[config.mk]
export PLATFORM = sky130hd
export DESIGN_NAME = rpbo_top
export DESIGN_NICKNAME = d
export VERILOG_FILES = /design/src/shared/rpbo_pkg.sv /design/src/rpbo_buf2.sv /design/src/rpbo_sync3.sv /design/src/rpbo_top.sv
export VERILOG_INCLUDE_DIRS = /design/src /design/src/shared
export SDC_FILE = /design/constraint.sdc
export NUM_CORES = 1
export LEC_CHECK = 0
export BUFFER_PORTS_ARGS = -buffer_cell sky130_fd_sc_hd__buf_2
export CAP_MARGIN = 20
export CORE_MARGIN = 4
export CORE_UTILIZATION = 56
export DETAILED_ROUTE_END_ITERATION = 8
export PLACE_DENSITY = 0.91
export REMOVE_ABC_BUFFERS = 1
export SLEW_MARGIN = 20
export SYNTH_ARGS = -nofsm -noshare
export SYNTH_HDL_FRONTEND = slang
export SYNTH_SLANG_ARGS = --single-unit
[constraint.sdc]
create_clock -name clock -period 5.4 [get_ports clock]
set_input_delay 0.27 -clock clock [delete_from_list [all_inputs] [get_ports clock]]
set_output_delay 0.27 -clock clock [all_outputs]
set_load 0.1 [all_outputs]
[src/shared/rpbo_map.svh]
// Constants for the reset pin role and bitstream output block.
// Assumes inclusion by bare name from design and bench files.
`ifndef RPBO_MAP_SVH
`define RPBO_MAP_SVH
// ========================================
// Register indices and addresses
`define RPBO_ADDR_W        4
`define RPBO_CTRL_ADDR     4'h0
`define RPBO_STAT_ADDR     4'h4
`define RPBO_OSR_ADDR      4'h8
// ========================================
// Control field positions
`define RPBO_CTRL_EXTREF   0
`define RPBO_CTRL_BSOE     1
`define RPBO_CTRL_RESET    2'h0
// ========================================
// Status field positions
`define RPBO_STAT_MODE     0
`define RPBO_STAT_INRST    1
`define RPBO_STAT_CLKRUN   2
`define RPBO_STAT_SETTLE   3
`define RPBO_STAT_INTREF   4
// ========================================
// Timing: analog clock divider, idle-clock detection window and cold-start settle window
`define RPBO_ACLK_DIV      8'h04
`define RPBO_IDLE_CYC      8'h20
`define RPBO_SETTLE_CYC    8'h40
`endif

[src/shared/rpbo_pkg.sv]
// Types for the reset pin role and bitstream output block.
// Assumes the map header supplies the numeric constants.
package rpbo_pkg;
	// ========================================
	// Interface mode state, Gray coded along the usual path.
	typedef enum logic [1:0] {
		RPBO_ST_RESET = 2'h0,
		RPBO_ST_SPI   = 2'h1,
		RPBO_ST_TWO   = 2'h3
	} rpbo_state_t;
endpackage

[src/rpbo_buf2.sv]
// Two-entry buffer with valid and ready on both sides.
// Assumes one clock and a synchronous active-high reset.
`timescale 1ns/1ns
module rpbo_buf2 (
	input  wire logic clock,
	input  wire logic rst,
	input  wire logic clk_en,
	input  wire logic flush,
	input  wire logic in_valid,
	output logic      in_ready,
	input  wire logic in_data,
	output logic      out_valid,
	input  wire logic out_ready,
	output logic      out_data
);
	logic [1:0] data_reg;
	logic [1:0] cnt_reg;
	wire        push = in_valid && in_ready;
	wire        pop  = out_valid && out_ready;
	// ========================================
	// Handshakes come straight from the fill count.
	assign in_ready  = (cnt_reg != 2'h2);
	assign out_valid = (cnt_reg != 2'h0);
	assign out_data  = data_reg[0];
	// Entry zero is the head; a pop shifts entry one down.
	always_ff @(posedge clock) begin
		if (rst || (clk_en && flush)) begin
			data_reg <= 2'h0;
			cnt_reg  <= 2'h0;
		end else if (clk_en) begin
			if (pop) begin
				data_reg[0] <= (cnt_reg == 2'h2) ? data_reg[1] : in_data;
			end else if (push && cnt_reg == 2'h0) begin
				data_reg[0] <= in_data;
			end
			if (push && ((cnt_reg == 2'h1 && !pop) || cnt_reg == 2'h2)) begin
				data_reg[1] <= in_data;
			end
			cnt_reg <= cnt_reg + {1'b0, push} - {1'b0, pop};
		end
	end
endmodule // rpbo_buf2

[src/rpbo_sync3.sv]
// Three-stage synchroniser for one pin with agreement filter.
// Assumes a single clock; the pin is asynchronous to it.
`timescale 1ns/1ns
module rpbo_sync3 (
	input  wire logic clock,
	input  wire logic rst,
	input  wire logic clk_en,
	input  wire logic pin_in,
	input  wire logic reset_val,
	output logic      level_out
);
	logic s1_reg;
	logic s2_reg;
	logic s3_reg;
	// ========================================
	// Shift chain; a change counts once stage two and three agree.
	always_ff @(posedge clock) begin
		if (rst) begin
			s1_reg <= reset_val;
			s2_reg <= reset_val;
			s3_reg <= reset_val;
			level_out <= reset_val;
		end else if (clk_en) begin
			s1_reg <= pin_in;
			s2_reg <= s1_reg;
			s3_reg <= s2_reg;
			if (s2_reg == s3_reg) begin
				level_out <= s3_reg;
			end
		end
	end
endmodule // rpbo_sync3

[src/rpbo_top.sv]
// Reset pin roles, reference select and bitstream output gating.
// Assumes pins arrive asynchronously and the master clock is sampled.
`timescale 1ns/1ns
`include "rpbo_map.svh"
// Functional notes
// - SPI mode: low reset pin holds chip
// - Reset clears registers, blocks communication
// - In reset only input structure clocked
// - Idle master clock: no clock at all
// - Running clock in reset keeps biases on
// - Absent clock: first conversions may be inaccurate
// - Two-wire: reset pin latched as oversample select
// - External reference bit set: internal off
// - Bit clear: internal reference onto pin
// - Bitstream pin floats while enable clear
// - Enabled: bitstream driven once per analog clock
// - Bitstream enabled disables conversion-ready output
// - Two-wire mode: bitstream pin always floats
// - Mode pin high two-wire, low SPI
// - Mode pin latched at resets, held
module rpbo_top
	import rpbo_pkg::*;
(
	input  wire logic                    clock,
	input  wire logic                    rst,
	input  wire logic                    clk_en,
	input  wire logic                    reset_n_pin,
	input  wire logic                    mode_pin,
	input  wire logic                    mclk_pin,
	input  wire logic                    watchdog_reset,
	input  wire logic [`RPBO_ADDR_W-1:0] addr,
	input  wire logic [31:0]             wdata,
	input  wire logic                    wr_stb,
	input  wire logic                    rd_stb,
	output logic [31:0]                  rdata,
	input  wire logic                    mod_bit,
	output logic                         mod_bit_ready,
	input  wire logic                    conv_ready,
	output logic                         bitstream_out_pin,
	output logic                         bitstream_out_pin_oe,
	output logic                         conversion_ready_pin,
	output logic                         conversion_ready_pin_oe,
	output logic                         oversample_select_low,
	output logic                         internal_ref_enable,
	output logic                         ref_switch_on,
	output logic                         analog_bias_enable,
	output logic                         input_clock_enable,
	output logic                         core_clock_enable,
	output logic                         core_reset,
	output logic                         comm_enable,
	output logic                         analog_master_clock
);
	// ========================================
	// Pin synchronisers.
	logic reset_n_s;
	logic mode_s;
	logic mclk_s;
	rpbo_sync3 u_sync_rst (
		.clock     (clock),
		.rst       (rst),
		.clk_en    (clk_en),
		.pin_in    (reset_n_pin),
		.reset_val (1'b1),
		.level_out (reset_n_s)
	);
	rpbo_sync3 u_sync_mode (
		.clock     (clock),
		.rst       (rst),
		.clk_en    (clk_en),
		.pin_in    (mode_pin),
		.reset_val (1'b0),
		.level_out (mode_s)
	);
	rpbo_sync3 u_sync_mclk (
		.clock     (clock),
		.rst       (rst),
		.clk_en    (clk_en),
		.pin_in    (mclk_pin),
		.reset_val (1'b0),
		.level_out (mclk_s)
	);

	// ========================================
	// State registers.
	rpbo_state_t state_reg;
	rpbo_state_t state_next;
	logic [1:0]  ctrl_reg;
	logic        osr_low_reg;
	logic        mclk_d_reg;
	logic [7:0]  idle_cnt_reg;
	logic        clk_run_reg;
	logic        cold_reg;
	logic [7:0]  settle_cnt_reg;
	logic [7:0]  div_cnt_reg;
	logic        aclk_reg;
	logic        bs_reg;
	logic        bs_valid_reg;
	logic        rd_pend_reg;
	logic [31:0] rd_data_reg;

	// ========================================
	// Mode decode: a low pin in SPI mode is a hard chip reset.
	wire two_wire   = (state_reg == RPBO_ST_TWO);
	wire spi_mode   = (state_reg == RPBO_ST_SPI);
	// While re-latching, the pin only resets if SPI mode will follow.
	wire next_two   = (state_reg == RPBO_ST_RESET) ? mode_s : two_wire;
	wire hard_rst   = !next_two && !reset_n_s;
	wire relatch    = (state_reg == RPBO_ST_RESET) || watchdog_reset;
	wire mclk_edge  = mclk_s ^ mclk_d_reg;
	wire ext_ref    = ctrl_reg[`RPBO_CTRL_EXTREF];
	wire bs_enable  = ctrl_reg[`RPBO_CTRL_BSOE] && !two_wire;

	// ========================================
	// Interface mode selection from the latched mode pin.
	always_comb begin
		state_next = state_reg;
		case (state_reg)
			RPBO_ST_RESET: begin
				state_next = mode_s ? RPBO_ST_TWO : RPBO_ST_SPI;
			end
			RPBO_ST_SPI: begin
				if (watchdog_reset || hard_rst) begin
					state_next = RPBO_ST_RESET;
				end
			end
			RPBO_ST_TWO: begin
				if (watchdog_reset) begin
					state_next = RPBO_ST_RESET;
				end
			end
			default: begin
				state_next = RPBO_ST_RESET;
			end
		endcase
	end

	always_ff @(posedge clock) begin
		if (rst) begin
			state_reg <= RPBO_ST_RESET;
		end else if (clk_en) begin
			state_reg <= state_next;
		end
	end

	// ========================================
	// Oversample select low: latched on two-wire mode entry and on watchdog resets in two-wire mode.
	always_ff @(posedge clock) begin
		if (rst) begin
			osr_low_reg <= 1'b0;
		end else if (clk_en && relatch && (state_next == RPBO_ST_TWO
				|| two_wire)) begin
			osr_low_reg <= reset_n_s;
		end
	end
	assign oversample_select_low = osr_low_reg;

	// ========================================
	// Master clock activity detector on the sampled pin.
	always_ff @(posedge clock) begin
		if (rst) begin
			mclk_d_reg   <= 1'b0;
			idle_cnt_reg <= 8'h00;
			clk_run_reg  <= 1'b0;
		end else if (clk_en) begin
			mclk_d_reg <= mclk_s;
			if (mclk_edge) begin
				idle_cnt_reg <= 8'h00;
				clk_run_reg  <= 1'b1;
			end else if (idle_cnt_reg == `RPBO_IDLE_CYC) begin
				clk_run_reg  <= 1'b0;
			end else begin
				idle_cnt_reg <= idle_cnt_reg + 8'h01;
			end
		end
	end

	// ========================================
	// Cold start tracking: reset without clock leaves a settle window.
	always_ff @(posedge clock) begin
		if (rst) begin
			cold_reg       <= 1'b1;
			settle_cnt_reg <= 8'h00;
		end else if (clk_en) begin
			if (hard_rst) begin
				if (!clk_run_reg) begin
					cold_reg <= 1'b1;
				end
				settle_cnt_reg <= 8'h00;
			end else if (cold_reg && clk_run_reg) begin
				if (settle_cnt_reg == `RPBO_SETTLE_CYC) begin
					cold_reg <= 1'b0;
				end else begin
					settle_cnt_reg <= settle_cnt_reg + 8'h01;
				end
			end
		end
	end

	// ========================================
	// Clock and bias distribution during and after reset.
	assign core_reset          = hard_rst;
	assign core_clock_enable   = !hard_rst && clk_run_reg;
	assign input_clock_enable  = clk_run_reg;
	assign analog_bias_enable  = !hard_rst || clk_run_reg;
	assign comm_enable         = spi_mode && !hard_rst;

	// ========================================
	// Reference selection.
	assign internal_ref_enable = !ext_ref;
	assign ref_switch_on       = !ext_ref;

	// ========================================
	// Analog master clock divider; stopped in hard reset.
	always_ff @(posedge clock) begin
		if (rst || (clk_en && hard_rst)) begin
			div_cnt_reg <= 8'h00;
			aclk_reg    <= 1'b0;
		end else if (clk_en && clk_run_reg) begin
			if (div_cnt_reg == `RPBO_ACLK_DIV - 8'h01) begin
				div_cnt_reg <= 8'h00;
				aclk_reg    <= !aclk_reg;
			end else begin
				div_cnt_reg <= div_cnt_reg + 8'h01;
			end
		end
	end
	assign analog_master_clock = aclk_reg;
	wire aclk_rise = clk_en && clk_run_reg && !aclk_reg
		&& (div_cnt_reg == `RPBO_ACLK_DIV - 8'h01);

	// ========================================
	// Bitstream buffer; drained one bit per analog clock cycle.
	logic buf_valid;
	logic buf_data;
	rpbo_buf2 u_buf (
		.clock     (clock),
		.rst       (rst),
		.clk_en    (clk_en),
		.flush     (!bs_enable || hard_rst),
		.in_valid  (1'b1),
		.in_ready  (mod_bit_ready),
		.in_data   (mod_bit),
		.out_valid (buf_valid),
		.out_ready (aclk_rise),
		.out_data  (buf_data)
	);

	always_ff @(posedge clock) begin
		if (rst || (clk_en && hard_rst)) begin
			bs_reg       <= 1'b0;
			bs_valid_reg <= 1'b0;
		end else if (clk_en) begin
			if (!bs_enable) begin
				bs_valid_reg <= 1'b0;
			end else if (aclk_rise && buf_valid) begin
				bs_reg       <= buf_data;
				bs_valid_reg <= 1'b1;
			end
		end
	end
	assign bitstream_out_pin    = bs_reg;
	assign bitstream_out_pin_oe = bs_enable && bs_valid_reg;

	// ========================================
	// Conversion-ready pin, silenced while the bitstream is out.
	assign conversion_ready_pin    = !conv_ready;
	assign conversion_ready_pin_oe = spi_mode && !hard_rst
		&& !bs_enable;

	// ========================================
	// Register write; control returns to default in hard reset.
	wire wr_ctrl = wr_stb && (addr == `RPBO_CTRL_ADDR) && comm_enable;
	always_ff @(posedge clock) begin
		if (rst || (clk_en && hard_rst)) begin
			ctrl_reg <= `RPBO_CTRL_RESET;
		end else if (clk_en && wr_ctrl) begin
			ctrl_reg <= wdata[1:0];
		end
	end

	// ========================================
	// Register read; data stand for one cycle after the strobe.
	wire [31:0] stat_word = {27'h0, !ext_ref, cold_reg,
		clk_run_reg, hard_rst, two_wire};
	wire [31:0] rd_mux =
		(addr == `RPBO_CTRL_ADDR) ? {30'h0, ctrl_reg} :
		(addr == `RPBO_STAT_ADDR) ? stat_word :
		(addr == `RPBO_OSR_ADDR)  ? {31'h0, osr_low_reg} :
		32'h00000000;
	always_ff @(posedge clock) begin
		if (rst) begin
			rd_pend_reg <= 1'b0;
			rd_data_reg <= 32'h00000000;
		end else if (clk_en) begin
			rd_pend_reg <= rd_stb;
			rd_data_reg <= (rd_stb && comm_enable) ? rd_mux
				: 32'h00000000;
		end
	end
	assign rdata = rd_pend_reg ? rd_data_reg : 32'h00000000;
endmodule // rpbo_top

---- Word level (Yosys, flattened, before mapping) ----
Cells that the tools add are included.
cells by class
  add/subtract/negate cells ............... 5
  equal/unequal tests ..................... 18
  muxes and demuxes ....................... 27
  bitwise gates (word level) .............. 1
  reductions and logical operators ........ 59
operators by type and width
  operator                                       count
  two-way mux 8 bit                              6
  two-way mux 32 bit                             1
  adder 8 x 1 -> 8 bit, second input constant    3
  logical AND 1 bit                              22
  AND reduction 2 bit                            9
  two-way mux 5 bit                              3
  two-way mux 1 bit                              13
  nonzero test 2 bit                             5
  zero test 1 bit                                9
  == test 8 x 2 -> 1 bit, second input constant  1
  == test 8 x 6 -> 1 bit, second input constant  1
  == test 8 x 7 -> 1 bit, second input constant  1
  logical OR 1 bit                               8
  != test 2 bit, second input constant           4
  == test 2 bit, second input constant           3
  two-way mux 2 bit                              3
  case mux 2 bit (3 select lines)                1
  AND reduction 3 bit                            2
  == test 2 x 1 -> 1 bit, second input constant  2
  == test 4 x 3 -> 1 bit, second input constant  1
  == test 4 bit, second input constant           1
  zero test 2 bit                                2
  zero test 4 bit                                1
  AND reduction 4 bit                            1
  5 further kinds                                7
storage, ports and cells
  bits in registers ....................... 84
  output and inout port bits .............. 46

---- Logic depth before layout (Yosys ltp) ----
Gate-level depths: netlist (run 1).
  depth after elaboration ................. 10
  mapped depth ............................ 10
  gate-level depth less buffers ........... 10

---- By module ----
A second synthesis (run 1) with hierarchy kept.
unflattened totals
  cell total of the unflattened synthesis .. 358
  area, all modules ....................... 3,136.8 um^2
modules (own cells, without submodules)
  module      instances  cells each  area each (um^2)  sequential area each (um^2)
  rpbo_top    1          278         2,302.2           820.8
  rpbo_sync3  3          16          181.4             120.1
  rpbo_buf2   1          32          290.3             80.1

---- Worst setup path after synthesis (run 1) ----
OpenSTA, ideal clock, no wires.
  path kind ............................... reg2reg
  start ................................... reg clk_run_reg, in the netlist input_clock_enable
  end ..................................... reg u_buf.cnt_reg[1]
  library setup time ...................... 115 ps
  data arrival time ....................... 2,379 ps
  setup slack ............................. 2,905 ps
  cell stages (with the launch flop) ...... 10
  path buffers ............................ 0
  period minus slack after synthesis ...... 2,495 ps
  path through ............................ dfxtp_1 > and3b_1 > and4b_1 > ha_1 > inv_1 > ha_1 > xnor2_1 > nor2_1 > xnor2_1 > nor2_1
between the ends
  word-level cells in the longest chain between the ends .. 5
ends and longest elaborated chain
  what                            line             RTL
  from (decl)                     rpbo_top.sv:91   logic clk_run_reg;
  from (signal assigned)          rpbo_top.sv:163  clk_run_reg <= 1'b0;
  from (signal assigned)          rpbo_top.sv:168  clk_run_reg <= 1'b1;
  from (signal assigned)          rpbo_top.sv:170  clk_run_reg <= 1'b0;
  logical AND 1 bit (3 in a row)  rpbo_top.sv:228  wire aclk_rise = clk_en && clk_run_reg && !aclk_reg
  logical AND 1 bit               rpbo_buf2.sv:19  wire pop = out_valid && out_ready;
  subtractor 2 x 1 -> 2 bit       rpbo_buf2.sv:39  cnt_reg <= cnt_reg + {1'b0, push} - {1'b0, pop};
  to (signal assigned)            rpbo_buf2.sv:39
  to (decl)                       rpbo_buf2.sv:17  logic [1:0] cnt_reg;
No other way between the ends.
A chain may end at the register's enable or synchronous reset.

---- Final worst setup path (run 1) ----
  start ................................... reg state_reg[1]
  end ..................................... out core_clock_enable
between the ends
  word-level cells in the longest chain between the ends .. 6
ends and longest elaborated chain
  what                                              line                              RTL
  from (decl)                                       rpbo_top.sv:85                    rpbo_state_t state_reg;
  from (signal assigned)                            rpbo_top.sv:141                   state_reg <= state_next;
  == test 2 bit or zero test 2 bit (tied branches)  rpbo_top.sv:103, rpbo_top.sv:106
  two-way mux 1 bit (*)                             rpbo_top.sv:106                   wire next_two = (state_reg == RPBO_ST_RESET) ? mode_s : two_wire;
  zero test 1 bit (*)                               rpbo_top.sv:107                   wire hard_rst = !next_two && !reset_n_s;
  logical AND 1 bit (*)                             rpbo_top.sv:107
  zero test 1 bit (*)                               rpbo_top.sv:202                   assign core_clock_enable = !hard_rst && clk_run_reg;
  logical AND 1 bit (*)                             rpbo_top.sv:202
  to (decl)                                         rpbo_top.sv:48                    output logic core_clock_enable,
Every way passes the cells marked *; elsewhere a longest branch is shown, timed or not.

==> flow_metrics.tcl, run 1 <==
set metrics [dict create \
    run_status "finished, final reports clean" \
    cellLeakagePower_nw 1.39 \
    routabilityCongestion 0.875 \
    cp_data_arrival_time_ns 2.04 \
    synthToLayoutAreaGrowth_pct 9.58 \
    cts.repair.resized 0 \
    grt_overflow 0 \
    die_w_um 82.5 \
    reg2reg_setup_slack_ns 3.12 \
    post_route_m1_wl_mm 2.71 \
    setup_viol_count_final 0 \
    synth_most_common_cell "sky130_fd_sc_hd__dfxtp_1" \
    grt_pass1_wl_mm 11.2 \
    die-height_um 82.5 \
    required_ns 5.13 \
    synth.yosys.warnings 0 \
    synth_cell_type_count 57 \
    clkSlewWorstSetupHoldPaths_ns 0.07 \
    mappedNetlistArea_um2 3110 \
    top_flip_flop_cell_by_instance_count_after_synthesis "sky130_fd_sc_hd__dfxtp_1" \
    p_int_uw 706 \
    die-area_um2 6810 \
    power.net_switching_uw 306 \
    design_power_total_mw 1.01 \
    hold_path_class "in -> reg" \
    postCtsSetupBuffers 0 \
    route.final.wire_length_mm 6.56 \
    ant_nets 0 \
    postSynthCellCount 360 \
    cts.htree.levels 3 \
    detailed_routing_iterations_pass_1 4 \
    max_freq_mhz 433 \
    yosys_register_bits 57 \
    drive_gt1_share_pct 16.2 \
    period_needed_ns 2.31 \
    vias 2607 \
    async_flop_share_pct 0 \
    synth_top_area_share_pct 36.7 \
    tritoncts_clock_tree "done" \
    timing.max_slew.rel_slack_pct 41.8 \
    post-route-util_pct 65.0 \
    synth-edff-count 0 \
    via_count_of_the_first_global_routing_pass 2516 \
    tightestPinTransition_ns 0.873 \
    track_usage_pct 21.4 \
    cts_buf_count 9 \
    nNetsFinal 445 \
    p_seq_share_pct 43.0 \
    maxSlewViolCount 0 \
    io_pins 93 \
    critPathCaptureType "primary output" \
    grt_start_max_net_pins 41 \
    routed_via_density 5.59 \
    hold_slack_ns 0.150 \
    detailedPlacementHpwl_mm 4.56 \
    clock_sink_count 57 \
    drv.max_cap_violation_count 0 \
    routed-wl-met2_mm 3.23 \
    worstRegToRegCells 9 \
    number_of_buffers_on_the_longest_clock_path 2 \
    fp.coreArea_um2 5240 \
    drc 0 \
    worst-path-max-fanout 11 \
    port_buffers 35 \
    clockPowerShare_pct 42.3 \
    switching_share_pct 30.2 \
    crit_type "reg -> out" \
    rows 26 \
    final_min_period_over_clock_period_pct 42.8 \
    wire_per_inst_um 14.1 \
    highest_layer "met4" \
    vdd_drop_max_mv 0.249 \
    yosys.area.top_type "sky130_fd_sc_hd__dfxtp_1" \
    setup_repair_after_global_routing_missed_its_margin "false" \
    synth_seq_area_share_pct 36.7 \
    timing.critical_path.from_type "flip-flop" \
    clock_tree.root_cell "sky130_fd_sc_hd__clkbuf_8" \
    finalClockSkew_ns 0.00552 \
    met3WireLength_um 473 \
    timing_hold_violations_final 0 \
    synthesis.area_per_instance_um2 8.63 \
    hold-path-cell-count 3 \
    n_antenna_cell 0 \
    power_per_cell_area_nw_per_um2 297 \
    drt_iter0_drc 167 \
    synth_common_cells "sky130_fd_sc_hd__dfxtp_1 (57), sky130_fd_sc_hd__nor2_1 (40), sky130_fd_sc_hd__nand2_1 (34)" \
    synth_top_cells_by_area "sky130_fd_sc_hd__dfxtp_1 (37%), sky130_fd_sc_hd__buf_4 (7.2%), sky130_fd_sc_hd__mux2i_1 (6.1%), sky130_fd_sc_hd__nor2_1 (4.8%), sky130_fd_sc_hd__nand2_1 (4.1%)" \
    ctsHoldBuffers 0 \
    initial_core_util_pct 59.3 \
    logic_gate_share_of_total_power_pct 14.7 \
    clkLatencyLatePin_ns 0.34 \
    grt_antenna_before_repair 0 \
    totalNegativeSetupSlack_ns 0 \
]
## power groups by stage
stage	Clock, mW	Combinational (mW)	Sequential (mW)
6_report	0.428	0.149	0.434
5_1_grt	0.453	0.158	0.435
4_1_cts	0.429	0.148	0.434
3_5_place_dp	0	0.147	0.444
3_3_place_gp	0	0.145	0.443
2_1_floorplan	0	0.124	0.442
## routing by layer
| metal | global-route usage [%] | vias to the layer above |
|---|---|---|
| met5 | 0 | - |
| met1 | 24.9 | 1234 |
| li1 | - | 1256 |
| met3 | 5.21 | 12 |
| met2 | 36.0 | 105 |
| met4 | 11.3 | 0 |
## cell usage in the layout (no fill, tap or decap), types with 9 or more instances in the layout
cell type	synthesis	routed
sky130_fd_sc_hd__dfxtp_1	57	57
sky130_fd_sc_hd__nor2_1	40	40
sky130_fd_sc_hd__buf_2	5	35
sky130_fd_sc_hd__nand2_1	34	34
sky130_fd_sc_hd__conb_1	1	27
sky130_fd_sc_hd__a21oi_1	22	22
sky130_fd_sc_hd__mux2i_1	19	19
sky130_fd_sc_hd__inv_1	16	16
sky130_fd_sc_hd__nand3_1	13	13
sky130_fd_sc_hd__nand4_1	12	12
sky130_fd_sc_hd__o21ai_0	10	10
sky130_fd_sc_hd__xnor2_1	10	10
sky130_fd_sc_hd__clkbuf_8	0	9
## final timing paths
check,startpoint,to
worst min register to register,rd_data_reg[1],rd_data_reg[1]
worst max register to register,input_clock_enable,u_buf.cnt_reg[1]
worst max-delay path,state_reg[1],core_clock_enable
worst min-delay path,reset_n_pin,u_sync_rst.s1_reg
## metrics by stage
step           worst slack, ns  cell area, µm²  cells
3_3_place_gp              2.94            3200    450
5_1_grt                   2.95            3410    466
4_1_cts                   3.12            3410    466
2_1_floorplan             2.76            2930    345
6_report                  3.09            3410    466
3_5_place_dp              2.90            3200    450
## cell families (layout without fill, tap and decap cells)
group	after synthesis	in the layout	share of synthesized area, %
simple gates	141	141	24.6
flops	57	57	36.7
buf+inv	58	68	10.8
fa+ha+maj	7	7	2.82
compound gates	61	61	14.3
mux	19	19	6.12
other cells	1	27	0.121
xor+xnor	16	16	4.51
## worst max-delay path, cell delays in order, from the launching register on
cell	delay, ns
sky130_fd_sc_hd__dfxtp_1	0.43
sky130_fd_sc_hd__or3b_4	0.49
sky130_fd_sc_hd__nand2_1	0.17
sky130_fd_sc_hd__and2_1	0.18
sky130_fd_sc_hd__buf_2	0.43
## layout make-up
| cell class | count | area (µm²) |
|---|---|---|
| Clock buffer | 10 | 128 |
| Clock inverter | 6 | 82.6 |
| Fill cell | 387 | 1830 |
| Inverter | 17 | 63.8 |
| Multi-Input combinational cell | 271 | 1730 |
| Sequential cell | 57 | 1140 |
| Tap cell | 70 | 87.6 |
| Timing Repair Buffer | 35 | 175 |
(Power assumes the default switching activity.)
==> inputs of run 2 (changes only) <==
Settings changed: CORE_UTILIZATION 56 to 47, PLACE_DENSITY 0.91 to 0.82.
Clock period 5.4 ns to 2.1 ns, I/O delays scaled along.
==> flow_metrics.tcl, run 2 (same netlist as run 1, synthesis figures left out) <==
set metrics [dict create \
    post-route-util_pct 55.2 \
    via_count_of_the_first_global_routing_pass 2289 \
    tritoncts_clock_tree "done" \
    routed_via_density 5.30 \
    grt_start_max_net_pins 40 \
    cts.htree.levels 3 \
    worst-path-max-fanout 3 \
    dp_worst_setup_slack_ns 0.0644 \
    initial_core_util_pct 48.7 \
    drc 0 \
    setup_viol_count_final 0 \
    timing.critical_path.from_type "flip-flop" \
    vias 2566 \
    worstSetupStartpoint "div_cnt_reg[1]" \
    run_status "finished, final reports clean" \
    n_antenna_cell 0 \
    grt_antenna_before_repair 0 \
    top_library_cells_by_usage_in_the_layout_fill_and_taps_aside "sky130_fd_sc_hd__dfxtp_1 (56), sky130_fd_sc_hd__nor2_1 (40), sky130_fd_sc_hd__nand2_1 (34), sky130_fd_sc_hd__buf_2 (34), sky130_fd_sc_hd__conb_1 (27)" \
    vdd_drop_max_mv 0.574 \
    clkSlewWorstSetupHoldPaths_ns 0.07 \
    routabilityCongestion 0.901 \
    power_per_cell_area_nw_per_um2 737 \
    timing_hold_violations_final 0 \
    synthToLayoutAreaGrowth_pct 13.4 \
    cts_buf_count 9 \
    cp_data_arrival_time_ns 2.22 \
    grt_overflow 0 \
    cellLeakagePower_nw 1.44 \
    drt_iter0_drc 180 \
    port_buffers 35 \
    fp.coreArea_um2 6390 \
    hold_path_class "in -> reg" \
    nNetsFinal 456 \
    tightestPinTransition_ns 0.549 \
    finalClockSkew_ns 0.00505 \
    clock_sink_count 57 \
    wire_per_inst_um 13.1 \
    maxSlewViolCount 0 \
    final_common_cell "sky130_fd_sc_hd__dfxtp_1" \
    totalNegativeSetupSlack_ns 0 \
    drive_gt1_share_pct 18.9 \
    grt_pass1_wl_mm 10.5 \
    hold_start "mclk_pin" \
    crit_type "reg -> reg" \
    period_needed_ns 1.99 \
    track_usage_pct 16.6 \
    required_ns 2.32 \
    clock_tree.root_cell "sky130_fd_sc_hd__clkbuf_8" \
    die-area_um2 7980 \
    ant_nets 0 \
    drv.max_cap_violation_count 0 \
    number_of_buffers_on_the_longest_clock_path 2 \
    reg2reg_from "div_cnt_reg[1]" \
    clkLatencyLatePin_ns 0.33 \
    rows 29 \
    io_pins 93 \
    route.final.wire_length_mm 6.34 \
    die-height_um 89.3 \
    layout_setup_ws_ns 0.108 \
    timing.max_slew.rel_slack_pct 63.0 \
    detailedPlacementHpwl_mm 4.44 \
    critPathCaptureType "flip-flop" \
    final_min_period_over_clock_period_pct 94.9 \
    design_power_total_mw 2.60 \
    setup_repair_after_global_routing_missed_its_margin "false" \
    die_w_um 89.3 \
    max_freq_mhz 502 \
    detailed_routing_iterations_pass_1 4 \
]
[run 2: report_power, final]
part           switching (mW)  internal [mW]
sequential             0.0163           1.10
combinational           0.333         0.0645
clock                   0.441          0.643
[run 2: worst max-delay path: stages, from the launching register on]
cell and delay (ns):
sky130_fd_sc_hd__dfxtp_1 0.36, sky130_fd_sc_hd__ha_2 0.21, sky130_fd_sc_hd__nor4b_4 0.21, sky130_fd_sc_hd__and4b_1 0.28, sky130_fd_sc_hd__ha_1 0.25, sky130_fd_sc_hd__inv_1 0.06, sky130_fd_sc_hd__ha_1 0.14, sky130_fd_sc_hd__xnor2_1 0.11
sky130_fd_sc_hd__nor2_1 0.06, sky130_fd_sc_hd__xnor2_1 0.16, sky130_fd_sc_hd__nor2_1 0.05
[run 2: final timing paths]
| kind | endpoint | slack (ns) | cells past startpoint |
|---|---|---|---|
| setup / recovery | u_buf.cnt_reg[1] | 0.11 | 10 |
| hold / removal | u_sync_mclk.s1_reg | 0.007 | 3 |
| hold reg to reg | rd_data_reg[4] | 0.46 | 2 |
| setup reg to reg | u_buf.cnt_reg[1] | 0.11 | 10 |
[run 2: per-layer routing]
metal  global-route usage [%]  vias to the layer above  part of all wire, %
li1                         -                     1279                    -
met1                     20.4                     1186                   44
met2                     27.6                       91                   48
met3                     4.42                       10                  6.5
met4                     6.50                        0                  1.5
met5                        0                        -                    0
[run 2: per-stage QoR]
stage	area (µm²)	hold slack, ns	instances
global route	3520	0.0288	484
finish	3520	0.00673	484
CTS	3510	0.00759	483
floorplan	2930	0.174	345
detailed placement	3280	0.333	466
global placement	3280	0.327	466
[run 2: area by class of cell]
cell class	count	area [µm²]
fill	538	2860
multi-input combinational	271	1730
sequential	57	1140
timing repair buffer	46	275
clock buffer	12	165
tap	77	96.3
inverter	17	63.8
clock inverter	4	50.0
[run 2: what timing repair did]
action / CTS / global route
hold buffers: 1 / 0
setup endpoints to repair: 0 / 2
gates resized for setup: 0 / 3
buffers inserted: 0 / 1
hold endpoints to repair: 1 / 0
